## src/fps_defs.svh

```systemverilog
// register offsets, field positions, reset values and counts of the fifo pointer block
`ifndef FPS_DEFS_SVH
`define FPS_DEFS_SVH
`define FPS_ADDR_EVENT_FLAGS_0      8'h06
`define FPS_ADDR_SYNC_CONTROL       8'h10
`define FPS_ADDR_PORT_A_FIFO_CTRL   8'h17
`define FPS_ADDR_FIFO_LEVEL         8'h18
`define FPS_ADDR_PORT_B_FIFO_CTRL   8'h19
`define FPS_EVT_ALIGNED_BIT         2
`define FPS_SYNC_RD_EN_BIT          7
`define FPS_SYNC_MODE_BIT           6
`define FPS_SYNC_EDGE_BIT           3
`define FPS_CTRL_OFFSET_MSB         2
`define FPS_CTRL_REQ_BIT            3
`define FPS_CTRL_ACK_BIT            4
`define FPS_CTRL_WARN_BIT           7
`define FPS_SYNC_CONTROL_RESET      8'h00
`define FPS_CTRL_RESET              4'h0
`define FPS_PLL_SYNC_DIVIDE         64
`define FPS_LEVEL_NEAR_EMPTY        3'h1
`define FPS_LEVEL_NEAR_FULL         3'h7
`define FPS_FRAME_PERIODS_DUAL      2'h1
`define FPS_FRAME_PERIODS_SINGLE    2'h2
`endif

```

## src/fps_pkg.sv

```systemverilog
// types shared by the fifo pointer block
`default_nettype none
package fps_pkg;
    typedef logic [7:0] fps_reg_t;
    typedef logic [2:0] fps_ptr_t;
    typedef enum logic {FPS_SYNC_DATA_RATE, FPS_SYNC_FIFO_RATE} fps_sync_mode_t;
endpackage : fps_pkg
`default_nettype wire

```

## src/fps_fifo_pointer_sync.sv

```systemverilog
// two input fifos with read/write pointer synchronisation, manual reset and level reporting
`timescale 1ns/1ps
`default_nettype none
`include "fps_defs.svh"

// Behaviour
// - read-sync enable bit makes reference sync input reset the read pointer.
// - frame marker counts as reset on the first or second strobe rising edge seen while it is high.
// - in both sync modes the reference sync event forces the read pointer to zero.
// - a sync control bit chooses which reference sync transition is used.
// - with the clock multiplier on, read pointer resets every 64th reference edge.
// - sync-mode bit 0 selects data rate, 1 selects fifo rate synchronisation.
// - data rate mode loads write pointer with offset when read pointer next reaches zero.
// - fifo rate mode loads write pointer immediately with offset as absolute address.
// - read-sync disabled means read pointer never resets; write resets by frame or register.
// - without sync only data rate reset is safe; pointer spacing must stay above two.
// - device sets the acknowledge bit when it sees a manual reset request.
// - finished manual reset sets aligned event flag and clears that port's acknowledge.
// - with one shared strobe only the port A frame marker resets both fifos.
// - warning bit set when fifo level is one or seven.
// - level register shows write minus read as a seven bit thermometer code.
// - reported level may be off by one; keep two entries between pointers.
// - each port owns a 32-bit wide, 8-word deep fifo.
// - write pointer steps per word written, read pointer per data-rate read tick.
// - fifo should be kept near half full, pointer difference of four.
module fps_fifo_pointer_sync #(
    parameter int WORD_W       = 32,
    parameter int DEPTH        = 8,
    parameter int INTERP_RATIO = 2
) (
    input  wire logic              clk_sys,
    input  wire logic              rst_n,
    input  wire logic              input_data_strobe,
    input  wire logic              port_b_data_strobe,
    input  wire logic              port_a_frame_marker,
    input  wire logic              port_b_frame_marker,
    input  wire logic              reference_sync_input,
    input  wire logic [WORD_W-1:0] port_a_data,
    input  wire logic [WORD_W-1:0] port_b_data,
    input  wire logic              pll_enable,
    input  wire logic              single_strobe,
    input  wire logic              frame_two_periods,
    input  wire logic              reg_wr_en,
    input  wire logic              reg_rd_en,
    input  wire logic [7:0]        reg_addr,
    input  wire fps_pkg::fps_reg_t reg_wdata,
    output var  fps_pkg::fps_reg_t reg_rdata,
    output var  logic [WORD_W-1:0] port_a_dout,
    output var  logic [WORD_W-1:0] port_b_dout,
    output var  logic              dout_valid,
    output var  logic              fifo_warning
);
    import fps_pkg::*;

    localparam int NPIN  = 5;

    // pin synchronisers: three stages, value accepted once stages two and three agree
    logic [NPIN-1:0]     pin_s1;
    logic [NPIN-1:0]     pin_s2;
    logic [NPIN-1:0]     pin_s3;
    logic [NPIN-1:0]     pin_filt;
    logic [NPIN-1:0]     pin_prev;
    logic [2*WORD_W-1:0] dat_s1;
    logic [2*WORD_W-1:0] dat_s2;
    logic [2*WORD_W-1:0] dat_s3;

    always_ff @(posedge clk_sys or negedge rst_n) begin
        if (!rst_n) begin
            pin_s1 <= '0;
            pin_s2 <= '0;
            pin_s3 <= '0;
            dat_s1 <= '0;
            dat_s2 <= '0;
            dat_s3 <= '0;
        end else begin
            pin_s1 <= {reference_sync_input, port_b_frame_marker, port_a_frame_marker,
                       port_b_data_strobe, input_data_strobe};
            pin_s2 <= pin_s1;
            pin_s3 <= pin_s2;
            dat_s1 <= {port_b_data, port_a_data};
            dat_s2 <= dat_s1;
            dat_s3 <= dat_s2;
        end
    end

    always_ff @(posedge clk_sys or negedge rst_n) begin
        if (!rst_n) begin
            pin_filt <= '0;
            pin_prev <= '0;
        end else begin
            for (int i = 0; i < NPIN; i++) begin
                if (pin_s2[i] == pin_s3[i]) begin
                    pin_filt[i] <= pin_s3[i];
                end
            end
            pin_prev <= pin_filt;
        end
    end

    // registers
    fps_reg_t       sync_control;
    logic [3:0]     port_ctrl [2];
    logic [1:0]     ack;
    logic [1:0]     aligned_set;
    logic           aligned_flag;
    fps_ptr_t       level [2];
    logic [1:0]     warn;
    fps_sync_mode_t sync_mode;
    logic           rd_sync_en;

    assign rd_sync_en = sync_control[`FPS_SYNC_RD_EN_BIT];
    assign sync_mode  = sync_control[`FPS_SYNC_MODE_BIT] ? FPS_SYNC_FIFO_RATE : FPS_SYNC_DATA_RATE;

    always_ff @(posedge clk_sys or negedge rst_n) begin
        if (!rst_n) begin
            sync_control <= `FPS_SYNC_CONTROL_RESET;
            port_ctrl[0] <= `FPS_CTRL_RESET;
            port_ctrl[1] <= `FPS_CTRL_RESET;
        end else if (reg_wr_en) begin
            unique case (reg_addr)
                `FPS_ADDR_SYNC_CONTROL:     sync_control <= reg_wdata;
                `FPS_ADDR_PORT_A_FIFO_CTRL: port_ctrl[0] <= reg_wdata[3:0];
                `FPS_ADDR_PORT_B_FIFO_CTRL: port_ctrl[1] <= reg_wdata[3:0];
                default: ;
            endcase
        end
    end

    // aligned flag: write one to clear, a completion in the same cycle keeps it set
    always_ff @(posedge clk_sys or negedge rst_n) begin
        if (!rst_n) begin
            aligned_flag <= 1'b0;
        end else if (|aligned_set) begin
            aligned_flag <= 1'b1;
        end else if (reg_wr_en && reg_addr == `FPS_ADDR_EVENT_FLAGS_0
                     && reg_wdata[`FPS_EVT_ALIGNED_BIT]) begin
            aligned_flag <= 1'b0;
        end
    end

    // level as thermometer code; the phase between strobe and read tick can skew it by one
    function automatic fps_reg_t therm(input fps_ptr_t lvl);
        fps_reg_t t;
        t = '0;
        for (int i = 0; i < 7; i++) begin
            t[i] = (3'(i) < lvl);
        end
        return t;
    endfunction

    always_ff @(posedge clk_sys or negedge rst_n) begin
        if (!rst_n) begin
            reg_rdata <= '0;
        end else if (reg_rd_en) begin
            unique case (reg_addr)
                `FPS_ADDR_EVENT_FLAGS_0:    reg_rdata <= {5'h00, aligned_flag, 2'h0};
                `FPS_ADDR_SYNC_CONTROL:     reg_rdata <= sync_control;
                `FPS_ADDR_PORT_A_FIFO_CTRL: reg_rdata <= {warn[0], 2'h0, ack[0], port_ctrl[0]};
                `FPS_ADDR_FIFO_LEVEL:       reg_rdata <= therm(level[0]);
                `FPS_ADDR_PORT_B_FIFO_CTRL: reg_rdata <= {warn[1], 2'h0, ack[1], port_ctrl[1]};
                default:                    reg_rdata <= '0;
            endcase
        end
    end

    assign fifo_warning = |warn;

    // data rate tick: converter clock divided by the interpolation ratio
    logic [$clog2(INTERP_RATIO+1)-1:0] div_cnt;
    logic                              rd_tick;

    assign rd_tick = (div_cnt == '0);

    always_ff @(posedge clk_sys or negedge rst_n) begin
        if (!rst_n) begin
            div_cnt <= '0;
        end else if (rd_tick) begin
            div_cnt <= ($bits(div_cnt))'(INTERP_RATIO - 1);
        end else begin
            div_cnt <= div_cnt - 1'b1;
        end
    end

    // reference sync event, edge chosen by software, every 64th edge with the multiplier
    logic ref_edge;
    logic ref_evt;
    logic [5:0] pll_cnt;

    assign ref_edge = sync_control[`FPS_SYNC_EDGE_BIT] ? (pin_prev[4] & ~pin_filt[4])
                                                       : (~pin_prev[4] & pin_filt[4]);
    assign ref_evt  = rd_sync_en && ref_edge
                      && (!pll_enable || pll_cnt == 6'(`FPS_PLL_SYNC_DIVIDE - 1));

    always_ff @(posedge clk_sys or negedge rst_n) begin
        if (!rst_n) begin
            pll_cnt <= '0;
        end else if (ref_edge) begin
            pll_cnt <= pll_cnt + 1'b1;
        end
    end

    // read pointer is common to both fifos
    fps_ptr_t rd_ptr;

    always_ff @(posedge clk_sys or negedge rst_n) begin
        if (!rst_n) begin
            rd_ptr <= '0;
        end else if (ref_evt) begin
            rd_ptr <= '0;
        end else if (rd_tick) begin
            rd_ptr <= rd_ptr + 1'b1;
        end
    end

    always_ff @(posedge clk_sys or negedge rst_n) begin
        if (!rst_n) begin
            dout_valid <= 1'b0;
        end else begin
            dout_valid <= rd_tick;
        end
    end

    logic [WORD_W-1:0] rd_word [2];
    assign port_a_dout = rd_word[0];
    assign port_b_dout = rd_word[1];

    // per-port write side
    for (genvar p = 0; p < 2; p++) begin : g_port
        logic [WORD_W-1:0] mem [DEPTH];
        fps_ptr_t          wr_ptr;
        logic              strobe_rise;
        logic              frame_hi;
        logic [1:0]        frame_cnt;
        logic [1:0]        frame_need;
        logic              frame_qual;
        logic              dr_pend;
        logic              req_prev;
        logic              man_pend;
        logic              man_load;
        logic              dr_load;
        fps_ptr_t          offset;

        // a shared strobe also means port A's frame marker drives both fifos
        localparam int SP = (p == 0) ? 0 : 1;
        assign strobe_rise = single_strobe ? (pin_filt[0] & ~pin_prev[0])
                                           : (pin_filt[SP] & ~pin_prev[SP]);
        assign frame_hi    = single_strobe ? pin_filt[2] : pin_filt[2+p];
        assign frame_need  = frame_two_periods ? `FPS_FRAME_PERIODS_SINGLE : `FPS_FRAME_PERIODS_DUAL;
        assign frame_qual  = frame_hi && strobe_rise && (frame_cnt + 2'h1 == frame_need);
        assign offset      = port_ctrl[p][`FPS_CTRL_OFFSET_MSB:0];
        assign dr_load     = dr_pend && rd_tick && rd_ptr == '0;
        assign man_load    = man_pend && rd_tick && !dr_load;

        always_ff @(posedge clk_sys or negedge rst_n) begin
            if (!rst_n) begin
                frame_cnt <= '0;
            end else if (!frame_hi) begin
                frame_cnt <= '0;
            end else if (strobe_rise && frame_cnt != frame_need) begin
                frame_cnt <= frame_cnt + 2'h1;
            end
        end

        always_ff @(posedge clk_sys or negedge rst_n) begin
            if (!rst_n) begin
                dr_pend <= 1'b0;
            end else if (frame_qual && sync_mode == FPS_SYNC_DATA_RATE) begin
                dr_pend <= 1'b1;
            end else if (dr_load || (frame_qual && sync_mode == FPS_SYNC_FIFO_RATE)) begin
                dr_pend <= 1'b0;
            end
        end

        // manual reset: acknowledged on request, performed once software withdraws it
        always_ff @(posedge clk_sys or negedge rst_n) begin
            if (!rst_n) begin
                req_prev <= 1'b0;
                ack[p]   <= 1'b0;
                man_pend <= 1'b0;
            end else begin
                req_prev <= port_ctrl[p][`FPS_CTRL_REQ_BIT];
                if (port_ctrl[p][`FPS_CTRL_REQ_BIT] && !req_prev) begin
                    ack[p] <= 1'b1;
                end else if (man_load) begin
                    ack[p] <= 1'b0;
                end
                if (!port_ctrl[p][`FPS_CTRL_REQ_BIT] && req_prev && ack[p]) begin
                    man_pend <= 1'b1;
                end else if (man_load) begin
                    man_pend <= 1'b0;
                end
            end
        end

        assign aligned_set[p] = man_load;

        always_ff @(posedge clk_sys or negedge rst_n) begin
            if (!rst_n) begin
                wr_ptr <= '0;
            end else if (frame_qual && sync_mode == FPS_SYNC_FIFO_RATE) begin
                wr_ptr <= offset;
            end else if (dr_load) begin
                wr_ptr <= offset;
            end else if (man_load) begin
                wr_ptr <= rd_ptr + offset;
            end else if (strobe_rise) begin
                wr_ptr <= wr_ptr + 1'b1;
            end
        end

        // storage writes keep going during a pointer load; only the pointer jumps
        always_ff @(posedge clk_sys) begin
            if (strobe_rise) begin
                mem[wr_ptr] <= dat_s3[p*WORD_W +: WORD_W];
            end
        end

        always_ff @(posedge clk_sys or negedge rst_n) begin
            if (!rst_n) begin
                rd_word[p] <= '0;
            end else if (rd_tick) begin
                rd_word[p] <= mem[rd_ptr];
            end
        end

        assign level[p] = wr_ptr - rd_ptr;

        always_ff @(posedge clk_sys or negedge rst_n) begin
            if (!rst_n) begin
                warn[p] <= 1'b0;
            end else begin
                warn[p] <= (level[p] == `FPS_LEVEL_NEAR_EMPTY) || (level[p] == `FPS_LEVEL_NEAR_FULL);
            end
        end
    end

endmodule : fps_fifo_pointer_sync
`default_nettype wire

```

## config.mk

```make
export PLATFORM = sky130hd
export DESIGN_NAME = fps_fifo_pointer_sync
export DESIGN_NICKNAME = d
export VERILOG_FILES = /design/src/fps_pkg.sv /design/src/fps_fifo_pointer_sync.sv
export VERILOG_INCLUDE_DIRS = /design/src
export SDC_FILE = /design/constraint.sdc
export NUM_CORES = 1
export LEC_CHECK = 0
export BUFFER_PORTS_ARGS = -buffer_cell sky130_fd_sc_hd__buf_2
export CORE_MARGIN = 2
export CORE_UTILIZATION = 50
export DETAILED_ROUTE_END_ITERATION = 8
export HOLD_SLACK_MARGIN = 0.08
export PLACE_DENSITY = 0.68
export RECOVER_POWER = 50
export SLEW_MARGIN = 20
export SYNTH_ARGS = -nofsm -noshare
export SYNTH_HDL_FRONTEND = slang
export SYNTH_SLANG_ARGS = --single-unit
```

## constraint.sdc

```tcl
create_clock -name clk_sys -period 5.5 [get_ports clk_sys]
set_clock_uncertainty 0.1 [all_clocks]
set_input_delay 0.55 -clock clk_sys [delete_from_list [all_inputs] [get_ports clk_sys]]
set_output_delay 0.55 -clock clk_sys [all_outputs]
set_load 0.01 [all_outputs]
```

==> impl_metrics.tcl, run 1 <==
set metrics [dict create \
    fin_util 0.599 \
    antenna_cells 0 \
    rows 89 \
    synth_edf_count 512 \
    first_pass_iters 5 \
    fin_crit_sh 0.559 \
    layout.cells.non_filler 2626 \
    ant_nets 0 \
    hold_ws_ns 0.133 \
    syn_to_final_growth_pct 18.3 \
    post_drt_via_cell_ratio 5.41 \
    setup-violations-final 0 \
    clock_sinks 848 \
    port_buffers 165 \
    yosysSeqAreaShare 0.795 \
    die_w_um 249 \
    drive_gt1_frac 0.239 \
    fin_nets 1886 \
    rsz0062_at_grt "false" \
    hold_class "in -> reg" \
    h-tree-depth 3 \
    synth_ff_type "edfxtp_1" \
    gp_congestion 0.767 \
    slew_violations 0 \
    grt_max_degree 129 \
    post_drt_wl_per_cell_um 21.5 \
    busiest_layer "met2" \
    critPathCaptureType "flop" \
    synth_cell_types 56 \
    met1_usage 0.258 \
    ys_ff_latch 848 \
    clock_latency_ns 0.63 \
    dpl.cell_count 2392 \
    wl_um 56500 \
    worst_slack_ns 2.42 \
    worst_pin_slew_ns 1.02 \
    cp.required_ns 5.66 \
    relSlewSlack 0.319 \
    vias 14200 \
    netlist_area_mm2 0.0299 \
    synth_warnings 0 \
    dpl_worst_slack_ns 2.41 \
    drtIter0Drc 1120 \
    max_cap_violations 0 \
    grt_pass1_wl_um 89500 \
    crit_type "reg -> reg" \
    place_hpwl_um 30600 \
    grt_pass1_vias 15400 \
    postCtsSetupBuffers 0 \
    die_h_um 249 \
    power.density_mw_per_mm2 464 \
    grt_antenna_before_repair 1 \
    clock-root-buffer "clkbuf_16" \
    crit_fanout 24 \
    p_leak_nw 13.1 \
    ios 166 \
    die-area_mm2 0.0618 \
    track_usage 0.189 \
    async_flop_share 0.396 \
    syn-instance-count 1490 \
    start_util 0.507 \
    use_met3 0.0338 \
    startpoint_type "flop" \
    clock_path_buffers 3 \
    fp.coreArea_mm2 0.0590 \
    syn-num-nets 1595 \
    fin_crit_ns 3.08 \
    fmax_mhz 325 \
    fin_tns_setup_ns 0 \
    vdd_drop_max_uv 330 \
    finalHoldViolations 0 \
    path_clk_slew_ns 0.06 \
    cts_made_buffers 84 \
    drc 0 \
    overflow 0 \
    avgSynthCellArea_um2 20.1 \
    gr-usage-met2 0.311 \
    critPathArrivalTime_ns 3.24 \
    cts_tree "done" \
    status "complete, no violations" \
]
[power by group]
part / total [mW] / internal, mW / leakage (nW) / switching [mW]
combinational: 2.45 / 1.13 / 3.05 / 1.31
sequential: 8.10 / 7.48 / 8.61 / 0.614
clock: 5.87 / 3.48 / 1.43 / 2.39
total: 16.4 / 12.1 / 13.1 / 4.31
[cells by family after synthesis]
kind of cell / synth area share
buffers and inverters: 0.0120
flip-flops: 0.795
AND/OR/NAND/NOR: 0.0269
AO/OA/AOI/OAI: 0.0259
multiplexers: 0.125
XOR/XNOR: 0.00603
adder cells (fa/ha/maj): 0.00845
[critical path: stages, from the launching register on]
cell and delay, ns:
dfrtp_1 0.39, nor2b_1 0.57, a21o_1 0.31, nand2_1 0.21, nor3_2 0.62, buf_4 0.51
[metrics by stage]
step	cell area, µm²	power (mW)
6_report	35400	16.4
3_3_place_gp	31800	10.6
4_1_cts	35400	16.6
5_1_grt	35400	17.2
2_1_floorplan	29900	9.64
3_5_place_dp	31800	10.7
[Yosys cell counts (all sizes together), types with 8 or more instances]
master    n  share of area
nand2    92          0.012
xnor2    12         0.0035
nor2     21         0.0026
buf      25         0.0040
nor3     12         0.0024
dfrtp   336           0.28
mux4    128          0.096
mux2i    65          0.022
o21ai    76          0.013
ha        9         0.0038
inv      29         0.0036
edfxtp  512           0.51
o22ai     8         0.0017
a21oi    18         0.0030
clkbuf   34         0.0043
mux2     19         0.0072
[flip-flops by register name (all words and copies together), names as in the netlist, 6 cells and up]
| name | count |
|---|---|
| port_b_dout | 32 |
| dat_s3 | 64 |
| port_a_dout | 32 |
| dat_s1 | 64 |
| reg_rdata | 8 |
| pll_cnt | 6 |
| sync_control | 8 |
| dat_s2 | 64 |
| g_port.wr_ptr | 6 |
| g_port.offset | 6 |
| g_port.mem | 512 |
[path summary, 6_finish.rpt]
kind	slack, ns	cells past startpoint	endpoint	from
min	0.13	2	sync_control[3]	reg_wdata[3]
max	2.42	5	g_port[1].mem[4][5]	pin_filt[0]
min reg2reg	0.24	0	dat_s2[11]	dat_s1[11]
max reg2reg	2.42	5	g_port[1].mem[4][5]	pin_filt[0]
min in group asynchronous	0.41	2	dat_s1[2]	rst_n
max in group asynchronous	3.64	3	rd_ptr[2]	rst_n
[what timing repair did]
item	in CTS	in global routing
gates resized for setup	0	0
hold buffers	76	0
hold endpoints to repair	165	0
endpoints found under the setup margin	0	0
[layout by cell type, fill, tap and decap left out, types with 65 or more instances in the layout]
| master | count |
|---|---|
| dfrtp_1 | 333 |
| clkbuf_1 | 73 |
| mux4_2 | 128 |
| buf_2 | 111 |
| clkbuf_16 | 88 |
| edfxtp_1 | 512 |
| dlygate4sd3_1 | 76 |
| mux2i_1 | 65 |
| nand2_1 | 91 |
| o21ai_0 | 76 |
[cell type report]
| cell class | count | area (µm²) |
|---|---|---|
| Inverter | 30 | 113 |
| Sequential cell | 848 | 23800 |
| Fill cell | 4284 | 23700 |
| Multi-Input combinational cell | 553 | 5840 |
| Tap cell | 773 | 967 |
| Clock buffer | 118 | 2410 |
| Timing Repair Buffer | 264 | 1740 |
| Clock inverter | 40 | 499 |
[layer usage]
metal  routed length (µm)  vias up
met4                 1480        0
met2                28100      313
met5                    0        -
met3                 2490      102
li1                     -     6325
met1                24400     7469
Note: power is estimated with default switching activity, not from simulation.
==> run 2, diff against run 1 <==
--- a/config.mk
+++ b/config.mk
@@ -11,7 +11,7 @@
 export CORE_UTILIZATION = 50
 export DETAILED_ROUTE_END_ITERATION = 8
 export HOLD_SLACK_MARGIN = 0.08
-export PLACE_DENSITY = 0.68
+export PLACE_DENSITY = 0.71
 export RECOVER_POWER = 50
 export SLEW_MARGIN = 20
 export SYNTH_ARGS = -nofsm -noshare
==> constraint.sdc (replaced) <==
create_clock -name clk_sys -period 2.8 [get_ports clk_sys]
set_clock_uncertainty 0.1 [all_clocks]
set_input_delay 0.28 -clock clk_sys [delete_from_list [all_inputs] [get_ports clk_sys]]
set_output_delay 0.28 -clock clk_sys [all_outputs]
set_load 0.01 [all_outputs]
==> run 2 against run 1 <==
Effect of this change: clock-buffer cell count increased by 4; routed wire length increased by 2.0%; worst setup slack got worse by 2.2 ns; combinational power increased by 120%; power increased by 95%; final area increased by 1.6%; sequential cell count unchanged; critical path depth increased by 2; final cell count increased by 1.4%; critical endpoint is now sync_control[5]; largest cell class unchanged; largest power group unchanged.
==> impl_metrics.tcl, run 2 (synthesis results as in run 1) <==
set metrics [dict create \
    vias 14300 \
    stdcell_area_mm2 0.0359 \
    drc 0 \
    clock-root-buffer "clkbuf_16" \
    drtIter0Drc 988 \
    rows 89 \
    start_util 0.507 \
    h-tree-depth 3 \
    grt_pass1_vias 15800 \
    place_hpwl_um 30100 \
    ant_nets 0 \
    syn_to_final_growth_pct 20.2 \
    r2r_cells 7 \
    fin_crit_ns 2.54 \
    vdd_drop_max_uv 710 \
    rr_startpoint "pin_filt[0]" \
    status "complete, no violations" \
    clock_latency_ns 0.63 \
    layout.cells.non_filler 2663 \
    crit_type "in -> reg" \
    cp.required_ns 3.21 \
    port_buffers 165 \
    path_clk_slew_ns 0.06 \
    largest_register "g_port.mem" \
    relSlewSlack 0.345 \
    grt_antenna_before_repair 3 \
    dpl.cell_count 2404 \
    startpoint_type "primary input" \
    first_pass_iters 5 \
    fp.coreArea_mm2 0.0590 \
    wl_um 57700 \
    die-area_mm2 0.0618 \
    place_area_mm2 0.0322 \
    critPathArrivalTime_ns 2.95 \
    drive_gt1_frac 0.256 \
    critPathCaptureType "flop" \
    cts_tree "done" \
    power.density_mw_per_mm2 893 \
    slew_violations 0 \
    most-common-layout-cells "512 x edfxtp_1, 333 x dfrtp_1, 143 x buf_2" \
    cts_resized 0 \
    r2r-end "g_port[1].frame_cnt[1]" \
    postCtsSetupBuffers 0 \
    clock_path_buffers 3 \
    grt_max_degree 131 \
    setup-violations-final 0 \
    grt_pass1_wl_um 91100 \
    crit_slowest_cell "or4_4" \
    rsz0062_at_grt "false" \
    fin_crit_sh 0.908 \
    gp_congestion 0.810 \
    post_drt_wl_per_cell_um 21.7 \
    critPathMaxStageDelay_ns 0.57 \
    max_cap_violations 0 \
    worst_pin_slew_ns 0.983 \
    fin_nets 1922 \
    crit_fanout 8 \
    p_leak_nw 13.4 \
    hold_class "in -> async" \
    cts_made_buffers 84 \
    overflow 0 \
    finalHoldViolations 0 \
    hold_buffers 100 \
    post_drt_via_cell_ratio 5.37 \
    crit_top_cell "dlygate4sd3_1" \
    nFillCells 4133 \
    clock_sinks 848 \
    multiInputGateArea_mm2 0.00592 \
    die_w_um 249 \
    fmax_mhz 393 \
    die_h_um 249 \
    ios 166 \
    r2r_setup_slack_ns 0.50 \
    seqCellArea_mm2 0.0238 \
    path_cells "dlygate4sd3_1 > buf_2 > or4_4 > nor3_4 > nand2_4 > mux2_2 > dlygate4sd3_1" \
    track_usage 0.193 \
    final_common_cell "edfxtp_1" \
    largest_reg_flops 512 \
]
[run 2: worst max path at each step]
| stage | from | end | slack, ns | depth (start not counted) |
|---|---|---|---|---|
| CTS | reg_addr[0] | sync_control[4] | 0.35 | 7 |
| global route | reg_addr[0] | sync_control[5] | 0.22 | 7 |
| floorplan | pin_prev[1] | g_port[1].mem[6][0] | -0.84 | 4 |
| finish | reg_addr[0] | sync_control[5] | 0.26 | 7 |
| global placement | pin_filt[0] | g_port[1].mem[7][6] | 0.59 | 5 |
| detailed placement | pin_filt[0] | g_port[1].mem[7][6] | 0.53 | 5 |
[run 2: where the power goes]
part           switching, mW  internal, mW  leakage [nW]
clock                   4.56          6.56          1.36
sequential             0.876          14.7          8.61
combinational           2.95          2.43          3.41
total                   8.39          23.7          13.4
[run 2: worst max-delay path: cells and delay by family]
kind	cells	cell delay, ns
buffers and inverters	3	1.28
AND/OR/NAND/NOR	3	1.09
multiplexers	1	0.30
[run 2: final cells by class]
cell class | count | area share
antenna | 1 | 0.0000697
clock buffer | 122 | 0.0670
clock inverter | 36 | 0.0103
inverter | 30 | 0.00313
multi-input combinational | 553 | 0.165
sequential | 848 | 0.662
tap | 773 | 0.0269
timing repair buffer | 300 | 0.0655
[run 2: per-layer routing]
| layer | share of wire | GRT usage | wire, µm |
|---|---|---|---|
| met4 | 0.024 | 0.0672 | 1380 |
| met2 | 0.51 | 0.319 | 29400 |
| met1 | 0.42 | 0.258 | 24300 |
| met5 | 0.00040 | 0 | 23 |
| met3 | 0.046 | 0.0371 | 2640 |
[run 2: metrics by stage]
step | utilization | hold slack [ns] | setup slack, ns | setup TNS, ns | power [mW]
2_1_floorplan | - | -0.116 | -0.836 | -126.10 | 19.0
3_3_place_gp | 0.546 | 0.232 | 0.588 | 0 | 21.0
3_5_place_dp | 0.546 | 0.235 | 0.530 | 0 | 21.2
5_1_grt | 0.609 | 0.182 | 0.217 | 0 | 33.5
6_report | 0.609 | 0.159 | 0.258 | 0 | 32.1
4_1_cts | 0.610 | 0.145 | 0.352 | 0 | 32.5
